File: config.mk
export PLATFORM = sky130hd
export DESIGN_NAME = arr_result_regs
export DESIGN_NICKNAME = d
export VERILOG_FILES = /design/src/include/arr_pkg.sv /design/src/core/arr_result_regs.sv /design/src/core/arr_sync2.sv
export SDC_FILE = /design/constraint.sdc
export NUM_CORES = 1
export LEC_CHECK = 0
export ABC_AREA = 0
export BUFFER_PORTS_ARGS = -buffer_cell sky130_fd_sc_hd__buf_2
export CORE_MARGIN = 2
export CORE_UTILIZATION = 60
export DETAILED_ROUTE_END_ITERATION = 16
export PLACE_DENSITY = 0.9
export SYNTH_ARGS = -nofsm -noshare
export SYNTH_HDL_FRONTEND = slang
export SYNTH_SLANG_ARGS = --single-unit
export TNS_END_PERCENT = 100
File: constraint.sdc
create_clock -name clock -period 3.5 [get_ports clock]
set_clock_uncertainty 0.2 [all_clocks]
set_input_delay 0.7 -clock clock [delete_from_list [all_inputs] [get_ports clock]]
set_output_delay 0.7 -clock clock [all_outputs]
set_load 0.05 [all_outputs]
File: src/include/arr_pkg.sv
// shared constants and types of the measurement result register bank
`default_nettype none

package arr_pkg;

  // ----------------------------------------------------------------------
  // register offsets on the serial register port
  // ----------------------------------------------------------------------
  localparam logic [7:0] ADDR_VOUT_LOW  = 8'h1d;
  localparam logic [7:0] ADDR_VBAT_HIGH = 8'h1e;
  localparam logic [7:0] ADDR_VBAT_LOW  = 8'h1f;
  localparam logic [7:0] ADDR_IBAT_HIGH = 8'h20;
  localparam logic [7:0] ADDR_IBAT_LOW  = 8'h21;

  // ----------------------------------------------------------------------
  // field layout: sign in bit 7 of a high byte, magnitude bits below
  // ----------------------------------------------------------------------
  localparam int SIGN_BIT   = 15;
  localparam int HIGH_MSB   = 15;
  localparam int HIGH_LSB   = 8;
  localparam int LOW_MSB    = 7;
  localparam int LOW_LSB    = 0;

  // ----------------------------------------------------------------------
  // values after reset and answers
  // ----------------------------------------------------------------------
  localparam logic [15:0] RESULT_RESET  = 16'h0000;
  localparam logic [7:0]  BYTE_RESET    = 8'h00;
  localparam logic [7:0]  UNMAPPED_READ = 8'h00;
  localparam logic [7:0]  POINTER_RESET = 8'h00;
  // arbitrary neutral target address, not tied to any part
  localparam logic [6:0]  TARGET_ADDR   = 7'h65;

  // ----------------------------------------------------------------------
  // serial port counts
  // ----------------------------------------------------------------------
  localparam logic [2:0]  BIT_CNT_RESET = 3'h0;
  localparam logic [2:0]  BIT_CNT_LAST  = 3'h7;
  localparam logic [7:0]  POINTER_STEP  = 8'h01;

  typedef enum logic [3:0] {
    ARR_IDLE,
    ARR_ADDR,
    ARR_ADDR_ACK,
    ARR_REG,
    ARR_REG_ACK,
    ARR_WDATA,
    ARR_WDATA_ACK,
    ARR_RDATA,
    ARR_RDATA_ACK,
    ARR_RLOAD
  } arr_state_t;

endpackage

`default_nettype wire

File: src/core/arr_result_regs.sv
// measurement result registers read over the serial register port
//
// What this block does
// - battery-voltage high byte at 0x1e: sign in bit 7, result bits 14..8.
// - battery-voltage low byte at 0x1f carries result bits 7..0.
// - output-voltage low byte at 0x1d carries result bits 7..0.
// - battery-current high byte at 0x20: sign in bit 7, bits 14..8.
// - battery-current low byte at 0x21 carries current bits 7..0.
// - bit 7 of each high byte is the two's-complement sign, 1 = negative.
// - battery current reads positive when charging, negative discharging.
// - the software register-reset command clears every result bit.
`default_nettype none

module arr_result_regs (
  input  wire logic        clock,
  input  wire logic        reset_n,
  input  wire logic        scl_in,
  input  wire logic        sda_in,
  output var  logic        sda_out,
  output var  logic        sda_oe_n,
  input  wire logic        result_load,
  input  wire logic [7:0]  output_voltage_result,
  input  wire logic [15:0] battery_voltage_result,
  input  wire logic [15:0] battery_current_result,
  input  wire logic        reg_reset_cmd
);

  // ----------------------------------------------------------------------
  // result storage
  // ----------------------------------------------------------------------
  logic [7:0]  vout_reg;
  logic [7:0]  vout_next;
  logic [15:0] vbat_reg;
  logic [15:0] vbat_next;
  logic [15:0] ibat_reg;
  logic [15:0] ibat_next;

  // the command wins over a same-cycle load so a reset is never undone
  always_comb begin
    vout_next = vout_reg;
    vbat_next = vbat_reg;
    ibat_next = ibat_reg;
    if (reg_reset_cmd) begin
      vout_next = arr_pkg::BYTE_RESET;
      vbat_next = arr_pkg::RESULT_RESET;
      ibat_next = arr_pkg::RESULT_RESET;
    end else if (result_load) begin
      vout_next = output_voltage_result;
      vbat_next = battery_voltage_result;
      ibat_next = battery_current_result;
    end
  end

  always_ff @(posedge clock) begin
    if (!reset_n) begin
      vout_reg <= arr_pkg::BYTE_RESET;
      vbat_reg <= arr_pkg::RESULT_RESET;
      ibat_reg <= arr_pkg::RESULT_RESET;
    end else begin
      vout_reg <= vout_next;
      vbat_reg <= vbat_next;
      ibat_reg <= ibat_next;
    end
  end

  // ----------------------------------------------------------------------
  // read decode
  // ----------------------------------------------------------------------
  function automatic logic [7:0] read_byte(
    input logic [7:0]  addr,
    input logic [7:0]  vo,
    input logic [15:0] vb,
    input logic [15:0] ib
  );
    logic [7:0] data;
    data = arr_pkg::UNMAPPED_READ;
    case (addr)
      arr_pkg::ADDR_VOUT_LOW:  data = vo;
      arr_pkg::ADDR_VBAT_HIGH: data = vb[arr_pkg::HIGH_MSB:
                                         arr_pkg::HIGH_LSB];
      arr_pkg::ADDR_VBAT_LOW:  data = vb[arr_pkg::LOW_MSB:
                                         arr_pkg::LOW_LSB];
      arr_pkg::ADDR_IBAT_HIGH: data = ib[arr_pkg::HIGH_MSB:
                                         arr_pkg::HIGH_LSB];
      arr_pkg::ADDR_IBAT_LOW:  data = ib[arr_pkg::LOW_MSB:
                                         arr_pkg::LOW_LSB];
      default:                 data = arr_pkg::UNMAPPED_READ;
    endcase
    return data;
  endfunction

  // ----------------------------------------------------------------------
  // serial port front end
  // ----------------------------------------------------------------------
  logic [1:0] pins_sync;
  logic       scl_prev_reg;
  logic       sda_prev_reg;

  arr_sync2 u_sync (
    .clock    (clock),
    .reset_n  (reset_n),
    .pin_in   ({scl_in, sda_in}),
    .pin_sync (pins_sync)
  );

  wire scl_s     = pins_sync[1];
  wire sda_s     = pins_sync[0];
  wire scl_rise  = scl_s && !scl_prev_reg;
  wire scl_fall  = !scl_s && scl_prev_reg;
  wire start_cnd = scl_s && scl_prev_reg && !sda_s && sda_prev_reg;
  wire stop_cnd  = scl_s && scl_prev_reg && sda_s && !sda_prev_reg;

  // ----------------------------------------------------------------------
  // serial target state machine
  // ----------------------------------------------------------------------
  arr_pkg::arr_state_t state_reg;
  arr_pkg::arr_state_t state_next;
  logic [7:0] shift_reg;
  logic [7:0] shift_next;
  logic [7:0] ptr_reg;
  logic [7:0] ptr_next;
  logic [2:0] cnt_reg;
  logic [2:0] cnt_next;
  logic       drive_reg;
  logic       drive_next;

  always_comb begin
    state_next = state_reg;
    shift_next = shift_reg;
    ptr_next   = ptr_reg;
    cnt_next   = cnt_reg;
    drive_next = drive_reg;
    if (start_cnd) begin
      state_next = arr_pkg::ARR_ADDR;
      cnt_next   = arr_pkg::BIT_CNT_RESET;
      drive_next = 1'b0;
    end else if (stop_cnd) begin
      state_next = arr_pkg::ARR_IDLE;
      drive_next = 1'b0;
    end else begin
      case (state_reg)
        arr_pkg::ARR_IDLE: begin
          drive_next = 1'b0;
        end
        arr_pkg::ARR_ADDR, arr_pkg::ARR_REG, arr_pkg::ARR_WDATA: begin
          if (scl_rise) begin
            shift_next = {shift_reg[6:0], sda_s};
            cnt_next   = cnt_reg + 3'h1;
            if (cnt_reg == arr_pkg::BIT_CNT_LAST) begin
              if (state_reg == arr_pkg::ARR_ADDR)
                // seven address bits are in, the direction bit is sda_s
                state_next = (shift_reg[6:0] == arr_pkg::TARGET_ADDR)
                             ? arr_pkg::ARR_ADDR_ACK : arr_pkg::ARR_IDLE;
              else if (state_reg == arr_pkg::ARR_REG)
                state_next = arr_pkg::ARR_REG_ACK;
              else
                state_next = arr_pkg::ARR_WDATA_ACK;
            end
          end
        end
        arr_pkg::ARR_ADDR_ACK, arr_pkg::ARR_REG_ACK,
        arr_pkg::ARR_WDATA_ACK: begin
          // drive_reg doubles as the phase: low before, high during ack
          if (scl_fall && !drive_reg) begin
            drive_next = 1'b1;
          end else if (scl_fall) begin
            drive_next = 1'b0;
            cnt_next   = arr_pkg::BIT_CNT_RESET;
            if (state_reg == arr_pkg::ARR_ADDR_ACK && shift_reg[0]) begin
              shift_next = read_byte(ptr_reg, vout_reg, vbat_reg, ibat_reg);
              drive_next = !shift_next[7];
              state_next = arr_pkg::ARR_RDATA;
            end else if (state_reg == arr_pkg::ARR_ADDR_ACK) begin
              state_next = arr_pkg::ARR_REG;
            end else if (state_reg == arr_pkg::ARR_REG_ACK) begin
              ptr_next   = shift_reg;
              state_next = arr_pkg::ARR_WDATA;
            end else begin
              // written byte is dropped; results stay as converted
              ptr_next   = ptr_reg + arr_pkg::POINTER_STEP;
              state_next = arr_pkg::ARR_WDATA;
            end
          end
        end
        arr_pkg::ARR_RDATA: begin
          if (scl_rise) begin
            cnt_next = cnt_reg + 3'h1;
            if (cnt_reg == arr_pkg::BIT_CNT_LAST)
              state_next = arr_pkg::ARR_RDATA_ACK;
          end else if (scl_fall) begin
            shift_next = {shift_reg[6:0], 1'b0};
            drive_next = !shift_reg[6];
          end
        end
        arr_pkg::ARR_RDATA_ACK: begin
          if (scl_fall) begin
            drive_next = 1'b0;
          end else if (scl_rise && sda_s) begin
            state_next = arr_pkg::ARR_IDLE;
          end else if (scl_rise) begin
            ptr_next   = ptr_reg + arr_pkg::POINTER_STEP;
            state_next = arr_pkg::ARR_RLOAD;
          end
        end
        arr_pkg::ARR_RLOAD: begin
          if (scl_fall) begin
            shift_next = read_byte(ptr_reg, vout_reg, vbat_reg, ibat_reg);
            drive_next = !shift_next[7];
            cnt_next   = arr_pkg::BIT_CNT_RESET;
            state_next = arr_pkg::ARR_RDATA;
          end
        end
        default: begin
          state_next = arr_pkg::ARR_IDLE;
          drive_next = 1'b0;
        end
      endcase
    end
  end

  always_ff @(posedge clock) begin
    if (!reset_n) begin
      state_reg    <= arr_pkg::ARR_IDLE;
      shift_reg    <= arr_pkg::BYTE_RESET;
      ptr_reg      <= arr_pkg::POINTER_RESET;
      cnt_reg      <= arr_pkg::BIT_CNT_RESET;
      drive_reg    <= 1'b0;
      scl_prev_reg <= 1'b1;
      sda_prev_reg <= 1'b1;
    end else begin
      state_reg    <= state_next;
      shift_reg    <= shift_next;
      ptr_reg      <= ptr_next;
      cnt_reg      <= cnt_next;
      drive_reg    <= drive_next;
      scl_prev_reg <= scl_s;
      sda_prev_reg <= sda_s;
    end
  end

  // open drain: only ever pulls low, enable is active low
  assign sda_out  = 1'b0;
  assign sda_oe_n = !drive_reg;

  wire loading = result_load && !reg_reset_cmd;
endmodule

`default_nettype wire

File: src/core/arr_sync2.sv
// two-flop synchroniser for the serial clock and data pins
`default_nettype none

module arr_sync2 (
  input  wire logic       clock,
  input  wire logic       reset_n,
  input  wire logic [1:0] pin_in,
  output var  logic [1:0] pin_sync
);

  logic [1:0] meta_reg;

  // first stage is read only by the second stage
  always_ff @(posedge clock) begin
    if (!reset_n) begin
      meta_reg <= 2'h3;
      pin_sync <= 2'h3;
    end else begin
      meta_reg <= pin_in;
      pin_sync <= meta_reg;
    end
  end

endmodule

`default_nettype wire

; ---- After elaboration in Yosys (flattened, before gate mapping)
; Cells that the tools add are included.
[word_totals]
regBits = 70
input_bits = 46
out_inout_bits = 2
elab_cells = 157
[op_classes]
addsub = 2
eq_ne = 45
muxes = 58
bitwise_logic = 5
n_reduce_logical = 34
[ops]
columns = cell, n
row1 = 2-to-1 mux 8 bit, 25
row2 = 2-to-1 mux 4 bit, 10
row3 = case mux 8 bit (5 select lines), 1
row4 = AND reduction 10 bit, 4
row5 = "inequality test 2 bit, second input constant", 16
row6 = "inequality test 4 bit, second input constant", 8
row7 = case mux 8 bit (4 select lines), 1
row8 = "== test 8 x 5 -> 1 bit, second input constant", 3
row9 = case mux 4 bit (6 select lines), 1
row10 = 2-to-1 mux 3 bit, 6
row11 = "== test 4 x 3 -> 1 bit, second input constant", 4
row12 = "== test 8 x 6 -> 1 bit, second input constant", 2
row13 = case mux 8 bit (2 select lines), 1
row14 = logical AND 1 bit, 10
row15 = 2-to-1 mux 1 bit, 9
row16 = "inequality test 3 bit, second input constant", 3
row17 = case mux 3 bit (3 select lines), 1
row18 = OR reduction 3 bit, 3
row19 = "adder 8 x 1 -> 8 bit, second input constant", 1
row20 = "== test 4 x 2 -> 1 bit, second input constant", 2
row21 = "== test 4 bit, second input constant", 2
row22 = logical NOT 1 bit, 8
row23 = "== test 7 bit, second input constant", 1
row24 = AND reduction 6 bit, 1
row25 = other kinds (15), 21

; ---- Depth between registers and ports, before layout
[logic_depth]
ltp_word = 13
mapped_depth = 8
depth_no_buf = 7

; ---- Cells and area by module
; From an unflattened synthesis, not the netlist that was laid out.
[unflattened]
cells_unflattened = 421
hier_area_um2 = 3729.8
[modules_own_cells]
columns = module, n_inst, cells_per_inst, area_per_inst_um2, seq_area_each_um2
row1 = arr_result_regs, 1, 413, 3624.7, 1321.3
row2 = arr_sync2, 1, 8, 105.1, 80.1

; ---- Least setup slack after synthesis
; Ideal clock, no wire load.
[synth_path]
path_type = flip-flop to flip-flop
from = register state_reg[1]
to = register ptr_reg[3]
setup_ns = 0.119
arrival_ns = 1.954
required_time_ns = 3.181
path_slack_ns = 1.228
path_stages_with_launch = 8
path_buffers = 3
synth_period_minus_slack_ns = 2.272
cell_sequence = dfxtp_1 buf_6 or3b_1 buf_2 o32a_1 or3_4 buf_6 o221a_1
[synth_via]
elab_chain_cells = 7
elab_cells_between_ends = 21
cone_classes = 11 x eq/ne / 6 x mux / 4 x reduce/logical
[synth_rtl]
columns = item, line
row1 = from (decl), arr_result_regs.sv:116  ; arr_pkg::arr_state_t state_reg;
row2 = from (signal assigned), arr_result_regs.sv:223  ; state_reg <= arr_pkg::ARR_IDLE;
row3 = from (signal assigned), arr_result_regs.sv:231  ; state_reg <= state_next;
row4 = == test 4 x 3 -> 1 bit, "arr_result_regs.sv:141, arr_result_regs.sv:175"
row5 = 2-to-1 mux 8 bit, arr_result_regs.sv:175  ; end else if (state_reg == arr_pkg::ARR_REG_ACK) begin
row6 = 2-to-1 mux 8 bit, arr_result_regs.sv:173  ; end else if (state_reg == arr_pkg::ARR_ADDR_ACK) begin
row7 = 2-to-1 mux 8 bit, arr_result_regs.sv:169  ; if (state_reg == arr_pkg::ARR_ADDR_ACK && shift_reg[0]) begin
row8 = 2-to-1 mux 8 bit, arr_result_regs.sv:166  ; end else if (scl_fall) begin
row9 = 2-to-1 mux 8 bit, arr_result_regs.sv:164  ; if (scl_fall && !drive_reg) begin
row10 = case mux 8 bit (2 select lines), arr_result_regs.sv:141  ; case (state_reg)
row11 = to (signal assigned), arr_result_regs.sv:225  ; ptr_reg <= arr_pkg::POINTER_RESET;
row12 = to (signal assigned), arr_result_regs.sv:233  ; ptr_reg <= ptr_next;
row13 = to (decl), arr_result_regs.sv:120  ; logic [7:0] ptr_reg;
; Several ways; a longest one is shown, not always the timed one. The select of a mux whose other input is x is not followed.
; A chain may end at the register's enable or synchronous reset.

; ---- Worst setup path after layout
[layout_path]
from = register state_reg[3]
to = register ptr_reg[6]
; Same word-level chain as after synthesis.

==> flow_metrics.tcl <==
set metrics [dict create \
    synth.area.top_cells "dfxtp_1 40%, mux2i_1 14%, nor2_1 6.7%" \
    p_per_area_mw_per_mm2 460 \
    drc 0 \
    postCtsHoldBufs 0 \
    crit_slowest_cell "dfxtp_1" \
    core_area_mm2 0.00561 \
    path_buf_inv 0 \
    yosys.area.top_type "dfxtp_1" \
    period_share_pct 76.6 \
    synthFlopType "dfxtp_1" \
    dr.pass1.iters 7 \
    worstReg2RegEnd "ptr_reg[6]" \
    gp_congestion 0.943 \
    fillers 428 \
    grt-ovfl-total 0 \
    whs_path_depth 1 \
    power_uw 1810 \
    die_x_um 80.9 \
    initial_core_util_pct 63.2 \
    grt_use_total_pct 29.4 \
    critPathCapture "ptr_reg[6]" \
    die_area_mm2 0.00654 \
    yosys_warnings 0 \
    max_slew_margin_pct 57.5 \
    crit_path_max_incr_delay_ns 0.70 \
    grt_pass1_wl_um 14900 \
    reg2reg_slack_ns 0.82 \
    num_rows 27 \
    antenna_found_initial 0 \
    min_path_type "reg -> reg" \
    avgSynthCellArea_um2 8.60 \
    drtIter0Drc 407 \
    hold_start "u_sync.meta_reg[1]" \
    fin_util_pct 70.3 \
    syn_nets 464 \
    n_antenna_cell 0 \
    clk_transition_reported_paths_ns 0.07 \
    routedWlPerCell_um 17.2 \
    grt_pass1_vias 3111 \
    reg2reg_depth 5 \
    vias 3318 \
    postCtsSetupBuffers 0 \
    r2r-start "state_reg[3]" \
    cts_made_buffers 9 \
    maxCapViolCount 0 \
    drive_above_1_share_pct 15.5 \
    path_class "reg -> reg" \
    setup_viol 0 \
    syn_to_final_growth_pct 11.2 \
    yosysTopAreaCellShare_pct 39.5 \
    fin_crit_ns 2.68 \
    grt_max_degree 41 \
    netlist_top_cells_count "70 x dfxtp_1, 63 x nor2_1, 51 x mux2i_1" \
    synth_edf_count 0 \
    stdcell_area_mm2 0.00394 \
    postRouteAntennaNets 0 \
    via_per_inst 6.41 \
    drv_slew 0 \
    finalNetCount 493 \
    worstPathRequired_ns 3.54 \
    crit_arrival_ns 2.72 \
    worst_slew_pin_slew_ns 0.637 \
    setup_tns_ns 0 \
    cp_max_fo 21 \
    startpoint_type "flip-flop" \
    synth_cell_types 51 \
    synth.most_common_cell "dfxtp_1" \
    grt_setup_unrepaired "false" \
    crit_path_cell_trace "or3b_1, o32a_1, nor3_1, nand2_1, a31o_1" \
    leakage_uw 0.00153 \
    worstSetupEndpointType "flip-flop" \
    port_buffers 46 \
    cp-startpoint "state_reg[3]" \
    timing.fmax_mhz 373 \
    clock_latency_ns 0.34 \
    place.detailed.hpwl_um 6070 \
    drt-total-wl_um 8930 \
    irDropWorstVdd_v 0.000357 \
    worst-path-stages 5 \
    ioPinCount 48 \
    die_h_um 80.9 \
    clk_path_buf_depth 2 \
    cts.repair.resized 0 \
    netlist_area_mm2 0.00354 \
    h-tree-depth 3 \
    syn_inst 412 \
    placed_cell_area_mm2 0.00375 \
    clk_root_buffer_cell "clkbuf_8" \
    finalHoldViolCount 0 \
    cts_tree "yes" \
    clkSinkCount 70 \
    cp_top_family "simple AND/OR/NAND/NOR gates" \
    synth-seq-cells 70 \
    outcome "finished, final reports clean" \
    ys_seq_area_share_pct 39.5 \
    async_reset_ff_share_pct 0 \
]
how the worst min path moves through the flow:
stage	endpoint
after floorplan	u_sync.pin_sync[0]
after global placement	u_sync.pin_sync[1]
after detailed placement	u_sync.pin_sync[1]
after CTS	u_sync.pin_sync[1]
after global routing	u_sync.pin_sync[1]
final	u_sync.pin_sync[1]
placed cells by master (no fill, tap or decap), types with 3 or more instances in the layout:
| cell | instances |
|---|---|
| a31oi_1 | 3 |
| nand2b_1 | 12 |
| clkinv_2 | 3 |
| o32ai_1 | 5 |
| nor2_1 | 63 |
| a211oi_1 | 3 |
| nand3_1 | 11 |
| a22oi_1 | 11 |
| nand2_1 | 30 |
| mux2i_1 | 51 |
| o22ai_1 | 17 |
| inv_1 | 7 |
| buf_4 | 3 |
| nor3_1 | 9 |
| nor2b_1 | 4 |
| o21ai_0 | 12 |
| dfxtp_1 | 70 |
| buf_2 | 46 |
| nand4_1 | 3 |
| ha_1 | 6 |
| a21oi_1 | 16 |
| a222oi_1 | 8 |
| o32a_1 | 3 |
| clkbuf_8 | 9 |
area by class of cell:
class	count	area [µm²]	area share, %
well taps	72	90.1	2.29
clock buffers	10	128	3.24
inverters	8	30.0	0.762
repair buffers	49	253	6.41
flip-flops and latches	70	1400	35.6
multi-input cells	303	1980	50.1
clock inverters	6	62.6	1.59
through the flow:
stage	std cells	worst slack [ns]	hold WS, ns
6_report	518	0.819	0.211
5_1_grt	518	0.652	0.231
4_1_cts	518	0.858	0.214
3_5_place_dp	502	0.872	0.197
3_3_place_gp	502	0.995	0.192
2_1_floorplan	412	1.23	0.186
kinds of logic (layout without fill, tap and decap cells):
family | count (synthesis) | after routing | share of synthesized area, %
AO/OA/AOI/OAI | 97 | 97 | 19.6
XOR/XNOR | 2 | 2 | 0.494
adder cells (fa/ha/maj) | 6 | 6 | 2.12
buffers and inverters | 39 | 73 | 4.73
flip-flops | 70 | 70 | 39.5
multiplexers | 51 | 51 | 14.4
other | 1 | 1 | 0.106
AND/OR/NAND/NOR | 146 | 146 | 19.1
layer usage:
layer	track usage, %	share of wire, %
met5	0	0
met4	12.0	2.4
met3	4.89	6.4
met2	48.4	49
met1	38.5	42
power breakdown:
part / switching (µW) / total [µW] / internal (µW) / leakage [µW]
clock: 303 / 631 / 328 / 0.000100
sequential: 50.3 / 875 / 825 / 0.000569
combinational: 185 / 308 / 123 / 0.000860
worst register-to-register path, stage by stage, from the launching register on:
cell     delay [ns]
dfxtp_1        0.70
or3b_1         0.52
o32a_1         0.34
nor3_1         0.45
nand2_1        0.12
a31o_1         0.24
Power figures use the tool's default switching activity.
